===== config.mk =====
export PLATFORM = sky130hd
export DESIGN_NAME = smbus_slave_pointer_interface
export DESIGN_NICKNAME = d
export VERILOG_FILES = /design/src/core/smbus_bit_sampler.v /design/src/core/smbus_slave_pointer_interface.v
export VERILOG_INCLUDE_DIRS = /design/src /design/src/core
export SDC_FILE = /design/constraint.sdc
export NUM_CORES = 1
export LEC_CHECK = 0
export ABC_CLOCK_PERIOD_IN_PS = 3200
export BUFFER_PORTS_ARGS = -buffer_cell sky130_fd_sc_hd__buf_4
export CORE_MARGIN = 2
export CORE_UTILIZATION = 43
export CTS_CLUSTER_SIZE = 12
export DETAILED_ROUTE_END_ITERATION = 8
export SETUP_SLACK_MARGIN = 0.02
export SLEW_MARGIN = 0
export SYNTH_ARGS = -nofsm -noshare
export SYNTH_HDL_FRONTEND = slang
export SYNTH_SLANG_ARGS = --single-unit

===== constraint.sdc =====
create_clock -name clk -period 3.2 [get_ports clk]
set_input_delay 0.64 -clock clk [delete_from_list [all_inputs] [get_ports clk]]
set_output_delay 0.64 -clock clk [all_outputs]
set_load 0.005 [all_outputs]

===== src/core/smbus_slave_defs.vh =====
/*
  constants for the smbus slave pointer interface: bus addresses,
  register offsets, field positions, reset values and timeout figures.
  assumes it is included by bare name from files under core/.
*/
`ifndef SMBUS_SLAVE_DEFS_VH
`define SMBUS_SLAVE_DEFS_VH

// bus addresses (7 bit)
`define OWN_ADDR 7'h2E
`define ALERT_RESP_ADDR 7'h0C

// register map
`define CONFIG_ONE_OFFSET 8'h40
`define CONFIG_ONE_RESET 8'h00
`define BUS_TIMEOUT_OFF_BIT 6

// bits per byte on the wire, ack follows
`define BITS_PER_BYTE 4'h8

// bus timeout
`define TIMEOUT_MS 35
`define CLK_KHZ 25000
`define TIMEOUT_CYCLES (`TIMEOUT_MS * `CLK_KHZ)

`endif


===== src/core/smbus_bit_sampler.v =====
/*
  pin conditioning for the smbus slave: two-flop synchronisers on the
  serial clock and data pins, plus edge, start and stop detection.
  assumes scl_in and sda_in are asynchronous to clk.
*/
`timescale 1ns/1ns
`default_nettype none

module smbus_bit_sampler (
  // clock and reset
  input wire clk,
  input wire reset_n,
  input wire clk_en,
  // raw pins
  input wire scl_in,
  input wire sda_in,
  // conditioned outputs
  output wire scl_rise,
  output wire scl_fall,
  output wire start_seen,
  output wire stop_seen,
  output wire sda_level,
  output wire scl_level
);

  reg [1:0] scl_sync_ff; // [0] is the metastable stage, read only by [1]
  reg [1:0] sda_sync_ff;
  reg scl_prev_ff; // previous settled scl
  reg sda_prev_ff; // previous settled sda

  // synchronise and remember last value; bus idles high after reset
  always @(posedge clk or negedge reset_n) begin
    if (!reset_n) begin
      scl_sync_ff <= 2'h3;
      sda_sync_ff <= 2'h3;
      scl_prev_ff <= 1'b1;
      sda_prev_ff <= 1'b1;
    end else if (clk_en) begin
      scl_sync_ff <= {scl_sync_ff[0], scl_in};
      sda_sync_ff <= {sda_sync_ff[0], sda_in};
      scl_prev_ff <= scl_sync_ff[1];
      sda_prev_ff <= sda_sync_ff[1];
    end
  end

  assign scl_level = scl_sync_ff[1];
  assign sda_level = sda_sync_ff[1];
  assign scl_rise = clk_en & scl_sync_ff[1] & ~scl_prev_ff;
  assign scl_fall = clk_en & ~scl_sync_ff[1] & scl_prev_ff;
  // data moving while scl high marks start or stop
  assign start_seen = clk_en & scl_sync_ff[1] & scl_prev_ff & sda_prev_ff & ~sda_sync_ff[1];
  assign stop_seen = clk_en & scl_sync_ff[1] & scl_prev_ff & ~sda_prev_ff & sda_sync_ff[1];

endmodule // smbus_bit_sampler

`default_nettype wire


===== src/core/smbus_slave_pointer_interface.v =====
/*
  smbus slave with an address pointer: send byte, write byte, receive
  byte, alert response and bus timeout. holds the first configuration
  register; every other register lives outside behind reg_* ports.
  assumes the host drives scl and a pull-up resolves sda from sda_oe.
*/
// Notes on behaviour
// - answer own address 0x2E, and 0x0C while alert asserted, bit eight rw
// - nine clocks per byte, msb first, ack
// - data changes only while clock low
// - direction fixed by rw bit at start
// - first write byte loads the pointer
// - second write byte stores to selected register
// - read returns one byte at current pointer
// - send byte changes only the pointer
// - repeated start after pointer write serves read
// - ack address, command and first data byte; later bytes not acked
// - alert asserted: answer response address with ours
// - arbitrate during alert response, lowest wins
// - alert released only when condition gone
// - 35 ms idle with timeout on: release, idle
// - config bit 6 disables timeout, default 0
`timescale 1ns/1ns
`default_nettype none
`include "smbus_slave_defs.vh"

module smbus_slave_pointer_interface #(
  parameter TIMEOUT_CYCLES = `TIMEOUT_CYCLES // shorten in simulation
) (
  // clock, reset, enable
  input wire clk,
  input wire reset_n,
  input wire clk_en,
  // serial bus pins
  input wire scl_in,
  input wire sda_in,
  output wire sda_out,
  output wire sda_oe,
  // alert: condition from the monitor, open-drain style output
  input wire alert_cond,
  output reg alert_n_ff,
  // outside register file
  output reg [7:0] reg_addr_ff,
  output reg [7:0] reg_wdata_ff,
  output reg reg_wr_ff,
  input wire [7:0] reg_rdata,
  // configuration state
  output wire bus_timeout_off_bit,
  output reg timeout_hit_ff
);

  // bus phases
  localparam ST_IDLE = 3'h0; // waiting for start
  localparam ST_ADDR = 3'h1; // shifting address byte
  localparam ST_ACK = 3'h2; // our ack slot (receiving)
  localparam ST_WRX = 3'h3; // shifting written byte
  localparam ST_TX = 3'h4; // shifting read byte out
  localparam ST_MACK = 3'h5; // master ack slot after read byte
  localparam ST_IGNORE = 3'h6; // not ours, or extra bytes

  localparam integer TO_LAST_INT = TIMEOUT_CYCLES - 1;
  localparam [26:0] TO_LAST = TO_LAST_INT[26:0]; // idle counter is 27 bits wide

  wire scl_rise, scl_fall, start_seen, stop_seen, sda_level;

  smbus_bit_sampler u_sampler (
    .clk(clk),
    .reset_n(reset_n),
    .clk_en(clk_en),
    .scl_in(scl_in),
    .sda_in(sda_in),
    .scl_rise(scl_rise),
    .scl_fall(scl_fall),
    .start_seen(start_seen),
    .stop_seen(stop_seen),
    .sda_level(sda_level),
    // bus clock level unused: its edges carry all the timing here
    .scl_level()
  );

  reg [2:0] state_ff, nxt_state; // bus phase
  reg [3:0] bit_cnt_ff, nxt_bit_cnt; // bits done in current byte
  reg [7:0] shift_ff, nxt_shift; // receive / transmit shifter
  reg [1:0] byte_cnt_ff, nxt_byte_cnt; // write bytes after address
  reg is_read_ff, nxt_is_read; // direction latched at address
  reg is_ara_ff, nxt_is_ara; // current read is alert response
  reg drive_low_ff, nxt_drive_low; // pulls sda low
  reg lost_ff, nxt_lost; // lost arbitration during alert reply
  reg [7:0] config_one_ff; // first configuration register
  reg [26:0] idle_cnt_ff; // cycles without bus activity
  reg ptr_load, data_store; // one-cycle strobes

  assign sda_out = 1'b0; // open drain: only ever pull low
  assign sda_oe = drive_low_ff;
  assign bus_timeout_off_bit = config_one_ff[`BUS_TIMEOUT_OFF_BIT];

  // read data: own config register or the outside file
  wire [7:0] rd_byte = (reg_addr_ff == `CONFIG_ONE_OFFSET) ? config_one_ff : reg_rdata;
  wire [6:0] rx_addr = shift_ff[7:1]; // bus address once eight bits are in
  wire [7:0] ara_reply = {`OWN_ADDR, 1'b1}; // our address with the read bit
  wire timeout_fire = ~bus_timeout_off_bit & (state_ff != ST_IDLE) &
                      (idle_cnt_ff == TO_LAST);

  // bus phase sequencer
  always @* begin
    nxt_state = state_ff;
    nxt_bit_cnt = bit_cnt_ff;
    nxt_shift = shift_ff;
    nxt_byte_cnt = byte_cnt_ff;
    nxt_is_read = is_read_ff;
    nxt_is_ara = is_ara_ff;
    nxt_drive_low = drive_low_ff;
    nxt_lost = lost_ff;
    ptr_load = 1'b0;
    data_store = 1'b0;
    if (timeout_fire) begin
      // bus stuck: let go of sda and wait for a fresh start
      nxt_state = ST_IDLE;
      nxt_drive_low = 1'b0;
    end else if (start_seen) begin
      // start or repeated start restarts address reception, unless a timeout fires in the same cycle
      nxt_state = ST_ADDR;
      nxt_bit_cnt = 4'h0;
      nxt_drive_low = 1'b0;
      nxt_lost = 1'b0;
    end else if (stop_seen) begin
      nxt_state = ST_IDLE;
      nxt_drive_low = 1'b0;
    end else begin
      case (state_ff)
        ST_IDLE: begin
          nxt_drive_low = 1'b0;
        end
        ST_ADDR, ST_WRX: begin
          if (scl_rise) begin
            // msb first
            nxt_shift = {shift_ff[6:0], sda_level};
            nxt_bit_cnt = bit_cnt_ff + 4'h1;
          end else if (scl_fall && bit_cnt_ff == `BITS_PER_BYTE) begin
            nxt_bit_cnt = 4'h0;
            if (state_ff == ST_ADDR) begin
              nxt_is_read = shift_ff[0];
              nxt_byte_cnt = 2'h0;
              if (rx_addr == `OWN_ADDR) begin
                nxt_is_ara = 1'b0;
                nxt_state = ST_ACK;
                nxt_drive_low = 1'b1;
              end else if (rx_addr == `ALERT_RESP_ADDR && !alert_n_ff && shift_ff[0]) begin
                nxt_is_ara = 1'b1;
                nxt_state = ST_ACK;
                nxt_drive_low = 1'b1;
              end else begin
                nxt_state = ST_IGNORE;
              end
            end else begin
              // written byte complete
              nxt_byte_cnt = byte_cnt_ff + 2'h1;
              if (byte_cnt_ff == 2'h0) begin
                ptr_load = 1'b1;
                nxt_state = ST_ACK;
                nxt_drive_low = 1'b1;
              end else if (byte_cnt_ff == 2'h1) begin
                data_store = 1'b1;
                nxt_state = ST_ACK;
                nxt_drive_low = 1'b1;
              end else begin
                nxt_state = ST_IGNORE;
              end
            end
          end
        end
        ST_ACK: begin
          // ack held across the ninth clock, released on its fall
          if (scl_fall) begin
            nxt_drive_low = 1'b0;
            if (is_read_ff) begin
              // reply: own address for alert response, else pointer data
              nxt_shift = is_ara_ff ? ara_reply : rd_byte;
              nxt_drive_low = is_ara_ff ? ~ara_reply[7] : ~rd_byte[7];
              nxt_state = ST_TX;
            end else begin
              nxt_state = ST_WRX;
            end
          end
        end
        ST_TX: begin
          if (scl_rise) begin
            // arbitration: we released but bus is low, another wins
            if (!drive_low_ff && !sda_level && is_ara_ff) begin
              nxt_lost = 1'b1;
            end
            nxt_bit_cnt = bit_cnt_ff + 4'h1;
          end else if (scl_fall) begin
            if (lost_ff) begin
              // a lower address won: stay silent for the rest of this reply
              nxt_drive_low = 1'b0;
              nxt_state = ST_IGNORE;
            end else if (bit_cnt_ff == `BITS_PER_BYTE) begin
              nxt_drive_low = 1'b0;
              nxt_bit_cnt = 4'h0;
              nxt_state = ST_MACK;
            end else begin
              nxt_shift = {shift_ff[6:0], 1'b0};
              nxt_drive_low = ~shift_ff[6];
            end
          end
        end
        ST_MACK: begin
          // single byte reads only: whatever the master answers, stop sending
          if (scl_fall) begin
            nxt_state = ST_IGNORE;
          end
        end
        ST_IGNORE: begin
          // hands off until the next start or stop; extra write bytes land here
          nxt_drive_low = 1'b0;
        end
        default: begin
          nxt_state = ST_IDLE;
          nxt_drive_low = 1'b0;
        end
      endcase
    end
  end

  // phase registers
  always @(posedge clk or negedge reset_n) begin
    if (!reset_n) begin
      state_ff <= ST_IDLE;
      bit_cnt_ff <= 4'h0;
      shift_ff <= 8'h00;
      byte_cnt_ff <= 2'h0;
      is_read_ff <= 1'b0;
      is_ara_ff <= 1'b0;
      drive_low_ff <= 1'b0;
      lost_ff <= 1'b0;
    end else if (clk_en) begin
      state_ff <= nxt_state;
      bit_cnt_ff <= nxt_bit_cnt;
      shift_ff <= nxt_shift;
      byte_cnt_ff <= nxt_byte_cnt;
      is_read_ff <= nxt_is_read;
      is_ara_ff <= nxt_is_ara;
      drive_low_ff <= nxt_drive_low;
      lost_ff <= nxt_lost;
    end
  end

  // pointer, register writes; pointer survives aborted transfers
  always @(posedge clk or negedge reset_n) begin
    if (!reset_n) begin
      reg_addr_ff <= 8'h00;
      reg_wdata_ff <= 8'h00;
      reg_wr_ff <= 1'b0;
      config_one_ff <= `CONFIG_ONE_RESET;
    end else if (clk_en) begin
      reg_wr_ff <= 1'b0;
      if (ptr_load) begin
        reg_addr_ff <= shift_ff;
      end
      if (data_store) begin
        reg_wdata_ff <= shift_ff;
        reg_wr_ff <= (reg_addr_ff != `CONFIG_ONE_OFFSET);
        if (reg_addr_ff == `CONFIG_ONE_OFFSET) begin
          config_one_ff <= shift_ff;
        end
      end
    end
  end

  // inactivity counter: clock edges, start and stop are activity; idle state holds it at zero
  always @(posedge clk or negedge reset_n) begin
    if (!reset_n) begin
      idle_cnt_ff <= 27'h0000000;
      timeout_hit_ff <= 1'b0;
    end else if (clk_en) begin
      timeout_hit_ff <= timeout_fire;
      if (scl_rise || scl_fall || start_seen || stop_seen || state_ff == ST_IDLE) begin
        idle_cnt_ff <= 27'h0000000;
      end else if (idle_cnt_ff != TO_LAST) begin
        // saturates: with the timeout off the count parks instead of wrapping
        idle_cnt_ff <= idle_cnt_ff + 27'h0000001;
      end
    end
  end

  // alert follows the live condition, so it drops once the cause clears
  always @(posedge clk or negedge reset_n) begin
    if (!reset_n) begin
      alert_n_ff <= 1'b1;
    end else if (clk_en) begin
      alert_n_ff <= ~alert_cond;
    end
  end

endmodule // smbus_slave_pointer_interface

`default_nettype wire


==> out/results.tsv, run 1 <==
metric	value	unit
cts_sinks	81	
synth_cells	408	
worstPathRequired	3.43	ns
die_area	10700	um2
relSlewSlack	31.1	%
cts_tree	yes	
place_area	4660	um2
post_cts_resized	0	
drv_cap	0	
clock_path_buffers	2	
cts_max_level	3	
avgSynthCellArea	10.4	um2
status	complete, no violations	
grt_pass1_wl	16.2	mm
final.setup.worst_slack	0.610	ns
fin_crit	2.59	ns
final_nets	465	
die_w	103	um
syn2layout_area_growth	15.4	%
portBuffers	34	
finalCritPeriodShare	80.9	%
ctsHoldBuffers	0	
r2r-start	state_ff[0]	
die_h	103	um
syn_area	4260	um2
cts_post_setup_buffers_inserted	0	
finalHoldViolCount	0	
ir_drop	0.279	mV
io_pins	36	
worstSkewPairLatency	0.35	ns
critPathKind	flip-flop to flip-flop	
cts_root_buf	clkbuf_8	
setup_viol	0	
cp_top_family	simple AND/OR/NAND/NOR gates	
critPathBufInv	1	
finalClockSkew	0.00888	ns
yosysWarnings	0	
vias	3167	
synth_edf_count	0	
core	9680	um2
power_density	629	nW/um2
antenna_left	0	
path_clk_slew	0.08	ns
via_per_inst	5.43	
cp_data_arrival_time	2.82	ns
hpwl	6.57	mm
p_leak	2.27	nW
antenna_found_initial	0	
rsz0062_at_grt	no	
finalWeightedCongestion	0.794	
drtIter0Drc	116	
synth_cell_type_count	62	
tightest_slew	1.03	ns
fmax	386	MHz
design_area	4910	um2
preCtsSetupSlack	0.469	ns
numCtsBuffers	9	
ys_seq_elements	81	
first_pass_iters	4	
wl_per_cell	16.2	um
synth-seq-area-share	47.8	%
synthArstFlopShare	100	%
fillers	904	
grt_max_degree	82	
antenna_cells	0	
total_power	3.09	mW
cp_max_fo	11	
cp_slowest_cell	dfrtp_1	
syn-num-nets	428	
drive_gt1_share	25.8	%
drc	0	
tns	0	ns
drv_slew	0	
grt.total_usage	19.7	%
start_kind	flip-flop	
worstSetupEndpointType	flip-flop	
hold_class	input port to async pin	
synth_ff_type	dfrtp_1	
cp_cell_sequence	nor3_1, or2_2, nor4_2, buf_4, nor2b_1, nand4_2, mux2_2	
initial_utilization	44.0	%
crit_start	state_ff[0]	
overflow	0	
max_stage_delay	0.51	ns
grt_pass1_vias	3186	
std_cell_rows	36	
wl	9.46	mm
final_util	50.7	%
[synthesized netlist by cell type, types with 4 or more instances]
cell      number  area (um2)
clkbuf_1       7        26.3
a21oi_1       23         115
buf_2          4        20.0
nand3b_1       4        30.0
o211ai_1       4        30.0
mux2i_1        6        60.1
nand2_1       28         105
and3_1         7        43.8
nor4_1         6        37.5
o21ai_0       24         120
ha_1           6        75.1
nor2_1        38         143
xor2_1        12         105
nor3_1         9        45.0
dfrtp_1       74        1850
mux2_2        34         383
nand3_1       11        55.1
xnor2_1        8        70.1
nand2b_1       5        31.3
inv_1         13        48.8
or3_1          9        56.3
nand4_1        5        31.3
dfstp_2        7         184
mux2_4         8         120
[placed cells by master, fill, tap and decap left out, types with 4 or more instances in the layout]
cell and count:
dfrtp_1 74, buf_4 39, nor2_1 38, mux2_2 34
nand2_1 28, o21ai_0 24, a21oi_1 23, inv_1 13
xor2_1 12, nand3_1 11, clkbuf_8 11, or3_1 9
nor3_1 9, xnor2_1 8, mux2_4 8, and3_1 7
dfstp_2 7, nor4_1 6, mux2i_1 6, ha_1 6
nand4_1 5, nand2b_1 5, nand3b_1 4, o211ai_1 4
[cells by family (layout without fill, tap and decap cells)]
logic type / Yosys count / in the layout / share of synthesized area, %
adder cells (fa/ha/maj): 6 / 6 / 1.76
AND/OR/NAND/NOR: 150 / 150 / 19.3
XOR/XNOR: 20 / 20 / 4.12
AO/OA/AOI/OAI: 74 / 74 / 10.6
multiplexers: 50 / 50 / 13.8
flip-flops: 81 / 81 / 47.8
buffers and inverters: 26 / 68 / 2.50
other: 1 / 1 / 0.0881
[final timing paths]
check	to	slack [ns]	cells after the start
max in group asynchronous	reg_wdata_ff[4]	2.07	1
worst max-delay path	config_one_ff[2]	0.61	7
worst max register to register	config_one_ff[2]	0.61	7
worst min register to register	byte_cnt_ff[1]	0.50	2
worst min-delay path	bit_cnt_ff[2]	0.43	1
min in group clk	alert_n_ff	0.43	2
[registers in the layout, indices dropped and copies added, names as in the netlist, 2 cells and up]
signal                 count
idle_cnt_ff               27
config_one_ff              8
reg_addr_ff                8
reg_wdata_ff               8
shift_ff                   8
bit_cnt_ff                 4
state_ff                   3
byte_cnt_ff                2
u_sampler.scl_sync_ff      2
u_sampler.sda_sync_ff      2
[layer usage]
layer  up-vias  GRT usage, %  share of wire, %
met4         0          6.07               1.6
met5         -             0                 0
met2        58          31.1                48
met1      1561          26.9                46
met3        11          4.77               3.9
li1       1537             -                 -
[report_power, final]
group / internal (mW) / leakage, nW / switching [mW]
Clock: 0.563 / 0.127 / 0.369
Sequential: 1.14 / 1.08 / 0.188
Combinational: 0.370 / 1.07 / 0.452
[cell type report]
class / instances / area [um2] / area share [%]
clock inverter: 4 / 98.8 / 2.01
tap: 133 / 166 / 3.39
timing repair buffer: 39 / 293 / 5.96
clock buffer: 12 / 155 / 3.16
inverter: 13 / 48.8 / 0.993
sequential: 81 / 2040 / 41.4
multi-input combinational: 301 / 2110 / 43.0
[per-stage QoR]
step / hold WS, ns / instances
after global routing: 0.417 / 583
after floorplan: 0.344 / 408
after global placement: 0.473 / 567
after detailed placement: 0.472 / 567
final: 0.427 / 583
after CTS: 0.418 / 583
(Power assumes the default switching activity.)
==> run 2: changes to the inputs <==
Settings changed: ABC_CLOCK_PERIOD_IN_PS 3200 to 2600.
Clock period 3.2 ns to 2.6 ns, I/O delays scaled along.
==> run 2 against run 1 <==
Against the previous run:
- hold slack lost 0.29 ns
- register-to-register slack worse by 0.46 ns
- sequential cell count unchanged
- sequential share of layout area decreased by 0.51 points
- critical endpoint is now config_one_ff[7]
- largest cell class unchanged
==> out/results.tsv, run 2 (synthesis results as in run 1) <==
metric	value	unit	change
regMostFlops	idle_cnt_ff		
p_clk_share	27.0	%	-3.2 points
via_per_inst	5.45		+0.35%
multi_input_area	2120	um2	+0.36%
portBuffers	34		unchanged
fin_crit	2.45	ns	-0.136 ns
syn2layout_area_growth	16.8	%	
cts_tree	yes		
finalWeightedCongestion	0.806		+1.6%
ctsHoldBuffers	0		unchanged
p_leak	2.31	nW	+1.6%
drv_slew	0		unchanged
layout_common_cells	74 x dfrtp_1, 49 x buf_4, 38 x nor2_1, 34 x mux2_2, 28 x nand2_1		
path_clk_slew	0.09	ns	about the same
final_nets	476		+2.4%
die_area	10700	um2	unchanged
drtIter0Drc	153		+32%
wl_per_cell	16.4	um	+0.99%
tns	0	ns	unchanged
numCtsBuffers	9		unchanged
switching_share	35.4	%	+2.7 points
p_seq_share	45.3	%	+2.2 points
setup_viol	0		unchanged
grt_pass1_vias	3177		-0.28%
overflow	0		unchanged
p_switching	1.30	mW	+29%
core	9680	um2	unchanged
finalHoldViolCount	0		unchanged
drive_gt1_share	28.2	%	+2.4 points
fmax	408	MHz	+5.6%
worstSetupEndpointType	flip-flop		
largest_reg_flops	27		unchanged
antenna_cells	0		unchanged
total_power	3.68	mW	+19%
grt.total_usage	19.5	%	-0.12 points
wl	9.74	mm	+2.9%
cts_post_setup_buffers_inserted	0		unchanged
drv_cap	0		unchanged
cts_root_buf	clkbuf_8		
reg2regPathDepth	7		unchanged
cts_sinks	81		unchanged
antenna_left	0		unchanged
cp_data_arrival_time	2.70	ns	-0.12 ns
std_cell_rows	36		unchanged
cp_max_fo	8		-3
antenna_found_initial	0		unchanged
fillers	904		unchanged
first_pass_iters	4		unchanged
layout_commonest_cell	dfrtp_1		
regArea	2040	um2	unchanged
worstPathRequired	2.85	ns	-0.58 ns
drc	0		unchanged
intPower	2.38	mW	+14%
start_kind	flip-flop		
clock_path_buffers	2		unchanged
hold_class	input port to async pin		
grt_max_degree	43		-48%
ir_drop	0.345	mV	+24%
hpwl	6.85	mm	+4.2%
grt_pass1_wl	16.1	mm	-0.81%
cts_max_level	3		unchanged
tightest_slew	0.544	ns	-0.489 ns
vias	3238		+2.2%
die_w	103	um	unchanged
critPathKind	flip-flop to flip-flop		
relSlewSlack	63.3	%	+32 points
initial_utilization	44.0	%	unchanged
status	complete, no violations		
p_comb_share	27.7	%	+1.0 points
finalClockSkew	0.0128	ns	+0.00396 ns
io_pins	36		unchanged
worstSkewPairLatency	0.36	ns	about the same
finalCritPeriodShare	94.4	%	+13 points
power_density	739	nW/um2	+18%
die_h	103	um	unchanged
-- run 2: changes by cell type in the layout (fill, tap and decap cells not counted), sizes merged --
cell / delta
buf: +11
bufinv: -2
clkbuf: -2
inv: +2
clkinv: +1
clkinvlp: +1
-- run 2: per-layer routing --
metal,vias to the layer above,part of all wire [%],track usage (%)
met5,-,0,0
met3,12,2.5,3.49
met4,0,1.1,5.67
li1,1564,-,-
met1,1617,46,26.3
met2,45,50,32.4
-- run 2: cell type report --
| class | count | share of cell area (%) |
|---|---|---|
| well taps | 133 | 3.35 |
| clock inverters | 6 | 1.51 |
| flip-flops and latches | 81 | 40.9 |
| inverters | 13 | 0.981 |
| multi-input cells | 301 | 42.7 |
| clock buffers | 10 | 2.77 |
| repair buffers | 50 | 7.80 |
-- run 2: worst paths after layout --
check                                from               endpoint  slack [ns]
setup / recovery            bit_cnt_ff[0]       config_one_ff[7]        0.15
hold / removal                    reset_n          bit_cnt_ff[0]        0.13
setup reg to reg            bit_cnt_ff[0]       config_one_ff[7]        0.15
hold reg to reg            byte_cnt_ff[1]         byte_cnt_ff[1]        0.49
max in group asynchronous         reset_n  u_sampler.scl_prev_ff        1.80
min in group clk               alert_cond             alert_n_ff        0.29
-- run 2: metrics by stage --
| stage | cell area [um2] | setup slack, ns | utilization (%) | hold WS, ns | cells |
|---|---|---|---|---|---|
| 2_1_floorplan | 4260 | 0.338 | - | 0.224 | 408 |
| 3_3_place_gp | 4750 | 0.123 | 49.1 | 0.475 | 578 |
| 3_5_place_dp | 4750 | 0.0688 | 49.1 | 0.475 | 578 |
| 4_1_cts | 4970 | 0.0772 | 51.3 | 0.150 | 594 |
| 5_1_grt | 4970 | -0.00160 | 51.4 | 0.161 | 594 |
| 6_report | 4970 | 0.147 | 51.4 | 0.135 | 594 |
-- run 2: worst max-delay path, cell delays in order (launching register included) --
cell      delay [ns]
dfrtp_1         0.43
inv_1           0.08
ha_1            0.16
nand3b_1        0.12
nor4_1          0.48
nor2b_2         0.36
nand4_2         0.34
mux2_2          0.38
-- run 2: repair_timing --
item,4_1_cts,5_1_grt
setup endpoints to repair,0,22
hold endpoints to repair,0,0
gates resized for setup,0,2
-- run 2: power groups by stage --
stage	combinational (mW)	clock, mW	sequential [mW]
floorplan	0.788	0	1.56
global placement	0.997	0	1.68
detailed placement	1.01	0	1.69
CTS	1.02	1.02	1.66
global route	1.13	1.08	1.70
finish	1.02	0.992	1.67
==> run 3: changes to the inputs <==
Settings changed: BUFFER_PORTS_ARGS -buffer_cell sky130_fd_sc_hd__buf_4 to -buffer_cell sky130_fd_sc_hd__buf_2.
==> run 3 against run 2 <==
Against the previous run:
- global-route usage fell by 0.89 points
- utilization down 0.70 points
- clock skew is 0.0057 ns lower
- largest power group unchanged
- hold slack worse by 0.031 ns
- critical path depth did not move
- sequential cell count unchanged
- clock power rose by 4%
- wire length is 2.7% lower
==> out/results.tsv, run 3 (synthesis results as in run 1) <==
metric	value	unit	change
die_area	10700	um2	unchanged
critPathKind	flip-flop to flip-flop		
core	9680	um2	unchanged
regMostFlops	idle_cnt_ff		
numCtsBuffers	9		unchanged
final_util	50.7	%	-0.70 points
tns	0	ns	unchanged
die_w	103	um	unchanged
drv_slew	0		unchanged
hold_class	input port to async pin		
grt_pass1_vias	3034		-4.5%
vias	3193		-1.4%
clock_path_buffers	2		unchanged
grt_pass1_wl	15.3	mm	-5.0%
cp_data_arrival_time	2.66	ns	-0.04 ns
wl	9.48	mm	-2.7%
antenna_found_initial	0		unchanged
antenna_cells	0		unchanged
drtIter0Drc	105		-31%
cts_max_level	3		unchanged
fmax	412	MHz	+1.1%
status	complete, no violations		
reg2reg_to	config_one_ff[0]		
cts_post_setup_buffers_inserted	0		unchanged
layout_commonest_cell	dfrtp_1		
first_pass_iters	4		unchanged
cts_tree	yes		
cp_cell_sequence	nor3_1, or2_2, nor4_4, nor2b_1, buf_4, nand4_2, mux2_2		
portBuffers	34		unchanged
tightest_slew	0.589	ns	+0.0459 ns
drive_gt1_share	28.0	%	-0.16 points
finalWeightedCongestion	0.822		+1.9%
worstPathRequired	2.84	ns	about the same
p_leak	2.31	nW	+0.20%
wl_per_cell	16.0	um	-2.5%
layout_common_cells	74 x dfrtp_1, 38 x nor2_1, 34 x mux2_2, 33 x buf_2, 28 x nand2_1		
max_stage_delay	0.53	ns	+0.05 ns
syn2layout_area_growth	15.3	%	
start_kind	flip-flop		
hpwl	6.74	mm	-1.6%
final_nets	476		unchanged
std_cell_rows	36		unchanged
die_h	103	um	unchanged
cts_root_buf	clkbuf_8		
ctsHoldBuffers	0		unchanged
io_pins	36		unchanged
cp_top_family	simple AND/OR/NAND/NOR gates		
multi_input_area	2130	um2	+0.59%
cp_slowest_cell	dfrtp_1		
worstSetupEndpointType	flip-flop		
fin_crit	2.43	ns	-0.0271 ns
finalHoldViolCount	0		unchanged
critPathBufInv	1		unchanged
grt_max_degree	50		+16%
r2r-start	state_ff[2]		
power_density	753	nW/um2	+1.9%
cts_sinks	81		unchanged
drc	0		unchanged
rsz0062_at_grt	no		
finalClockSkew	0.00715	ns	-0.00569 ns
grt.total_usage	18.7	%	-0.89 points
via_per_inst	5.38		-1.2%
setup_viol	0		unchanged
antenna_left	0		unchanged
regArea	2040	um2	unchanged
relSlewSlack	60.6	%	-2.7 points
ir_drop	0.388	mV	+12%
drv_cap	0		unchanged
worstSkewPairLatency	0.35	ns	about the same
path_clk_slew	0.09	ns	about the same
largest_reg_flops	27		unchanged
initial_utilization	44.0	%	unchanged
overflow	0		unchanged
reg2regPathDepth	7		unchanged
finalCritPeriodShare	93.3	%	-1.0 points
fillers	901		-0.33%
worst-r2r-setup-slack	0.17	ns	+0.03 ns
cp_max_fo	12		+4
## run 3: through the flow
| step | setup slack, ns | power [mW] | hold slack [ns] | instance area, um2 | std cells |
|---|---|---|---|---|---|
| 5_1_grt | 0.0784 | 3.92 | 0.132 | 4910 | 593 |
| 6_report | 0.174 | 3.70 | 0.103 | 4910 | 593 |
| 3_5_place_dp | 0.105 | 2.69 | 0.483 | 4670 | 578 |
| 2_1_floorplan | 0.338 | 2.34 | 0.224 | 4260 | 408 |
| 4_1_cts | 0.0818 | 3.73 | 0.116 | 4890 | 593 |
| 3_3_place_gp | 0.139 | 2.67 | 0.477 | 4670 | 578 |
## run 3: repair_timing
action / CTS / global route
endpoints found under the hold margin: 0 / 0
endpoints found under the setup margin: 0 / 16
resized for setup: 0 / 3
## run 3: layout make-up
cell class,count,area share (%)
tap,133,3.39
clock inverter,6,1.86
inverter,13,0.995
clock buffer,9,2.52
sequential,81,41.5
timing repair buffer,50,6.22
multi-input combinational,301,43.5
## run 3: how the worst max path moves through the flow
| stage | cells past startpoint | start | endpoint | slack (ns) |
|---|---|---|---|---|
| after global routing | 7 | state_ff[2] | config_one_ff[0] | 0.08 |
| after CTS | 7 | state_ff[2] | config_one_ff[0] | 0.08 |
| after detailed placement | 7 | state_ff[2] | config_one_ff[0] | 0.10 |
| final | 7 | state_ff[2] | config_one_ff[0] | 0.17 |
| after global placement | 7 | state_ff[1] | config_one_ff[4] | 0.14 |
| after floorplan | 8 | idle_cnt_ff[0] | state_ff[1] | 0.34 |
## run 3: report_power, final
group / total [mW] / switching (mW) / internal (mW)
combinational: 1.03 / 0.558 / 0.473
clock: 1.03 / 0.485 / 0.543
sequential: 1.64 / 0.229 / 1.41
## run 3: metal layers
metal	up-vias	wire, um	GRT usage, %
li1	1558	-	-
met1	1582	4410	25.4
met2	49	4710	30.8
met3	4	295	3.49
met4	0	53	4.86
met5	-	0	0
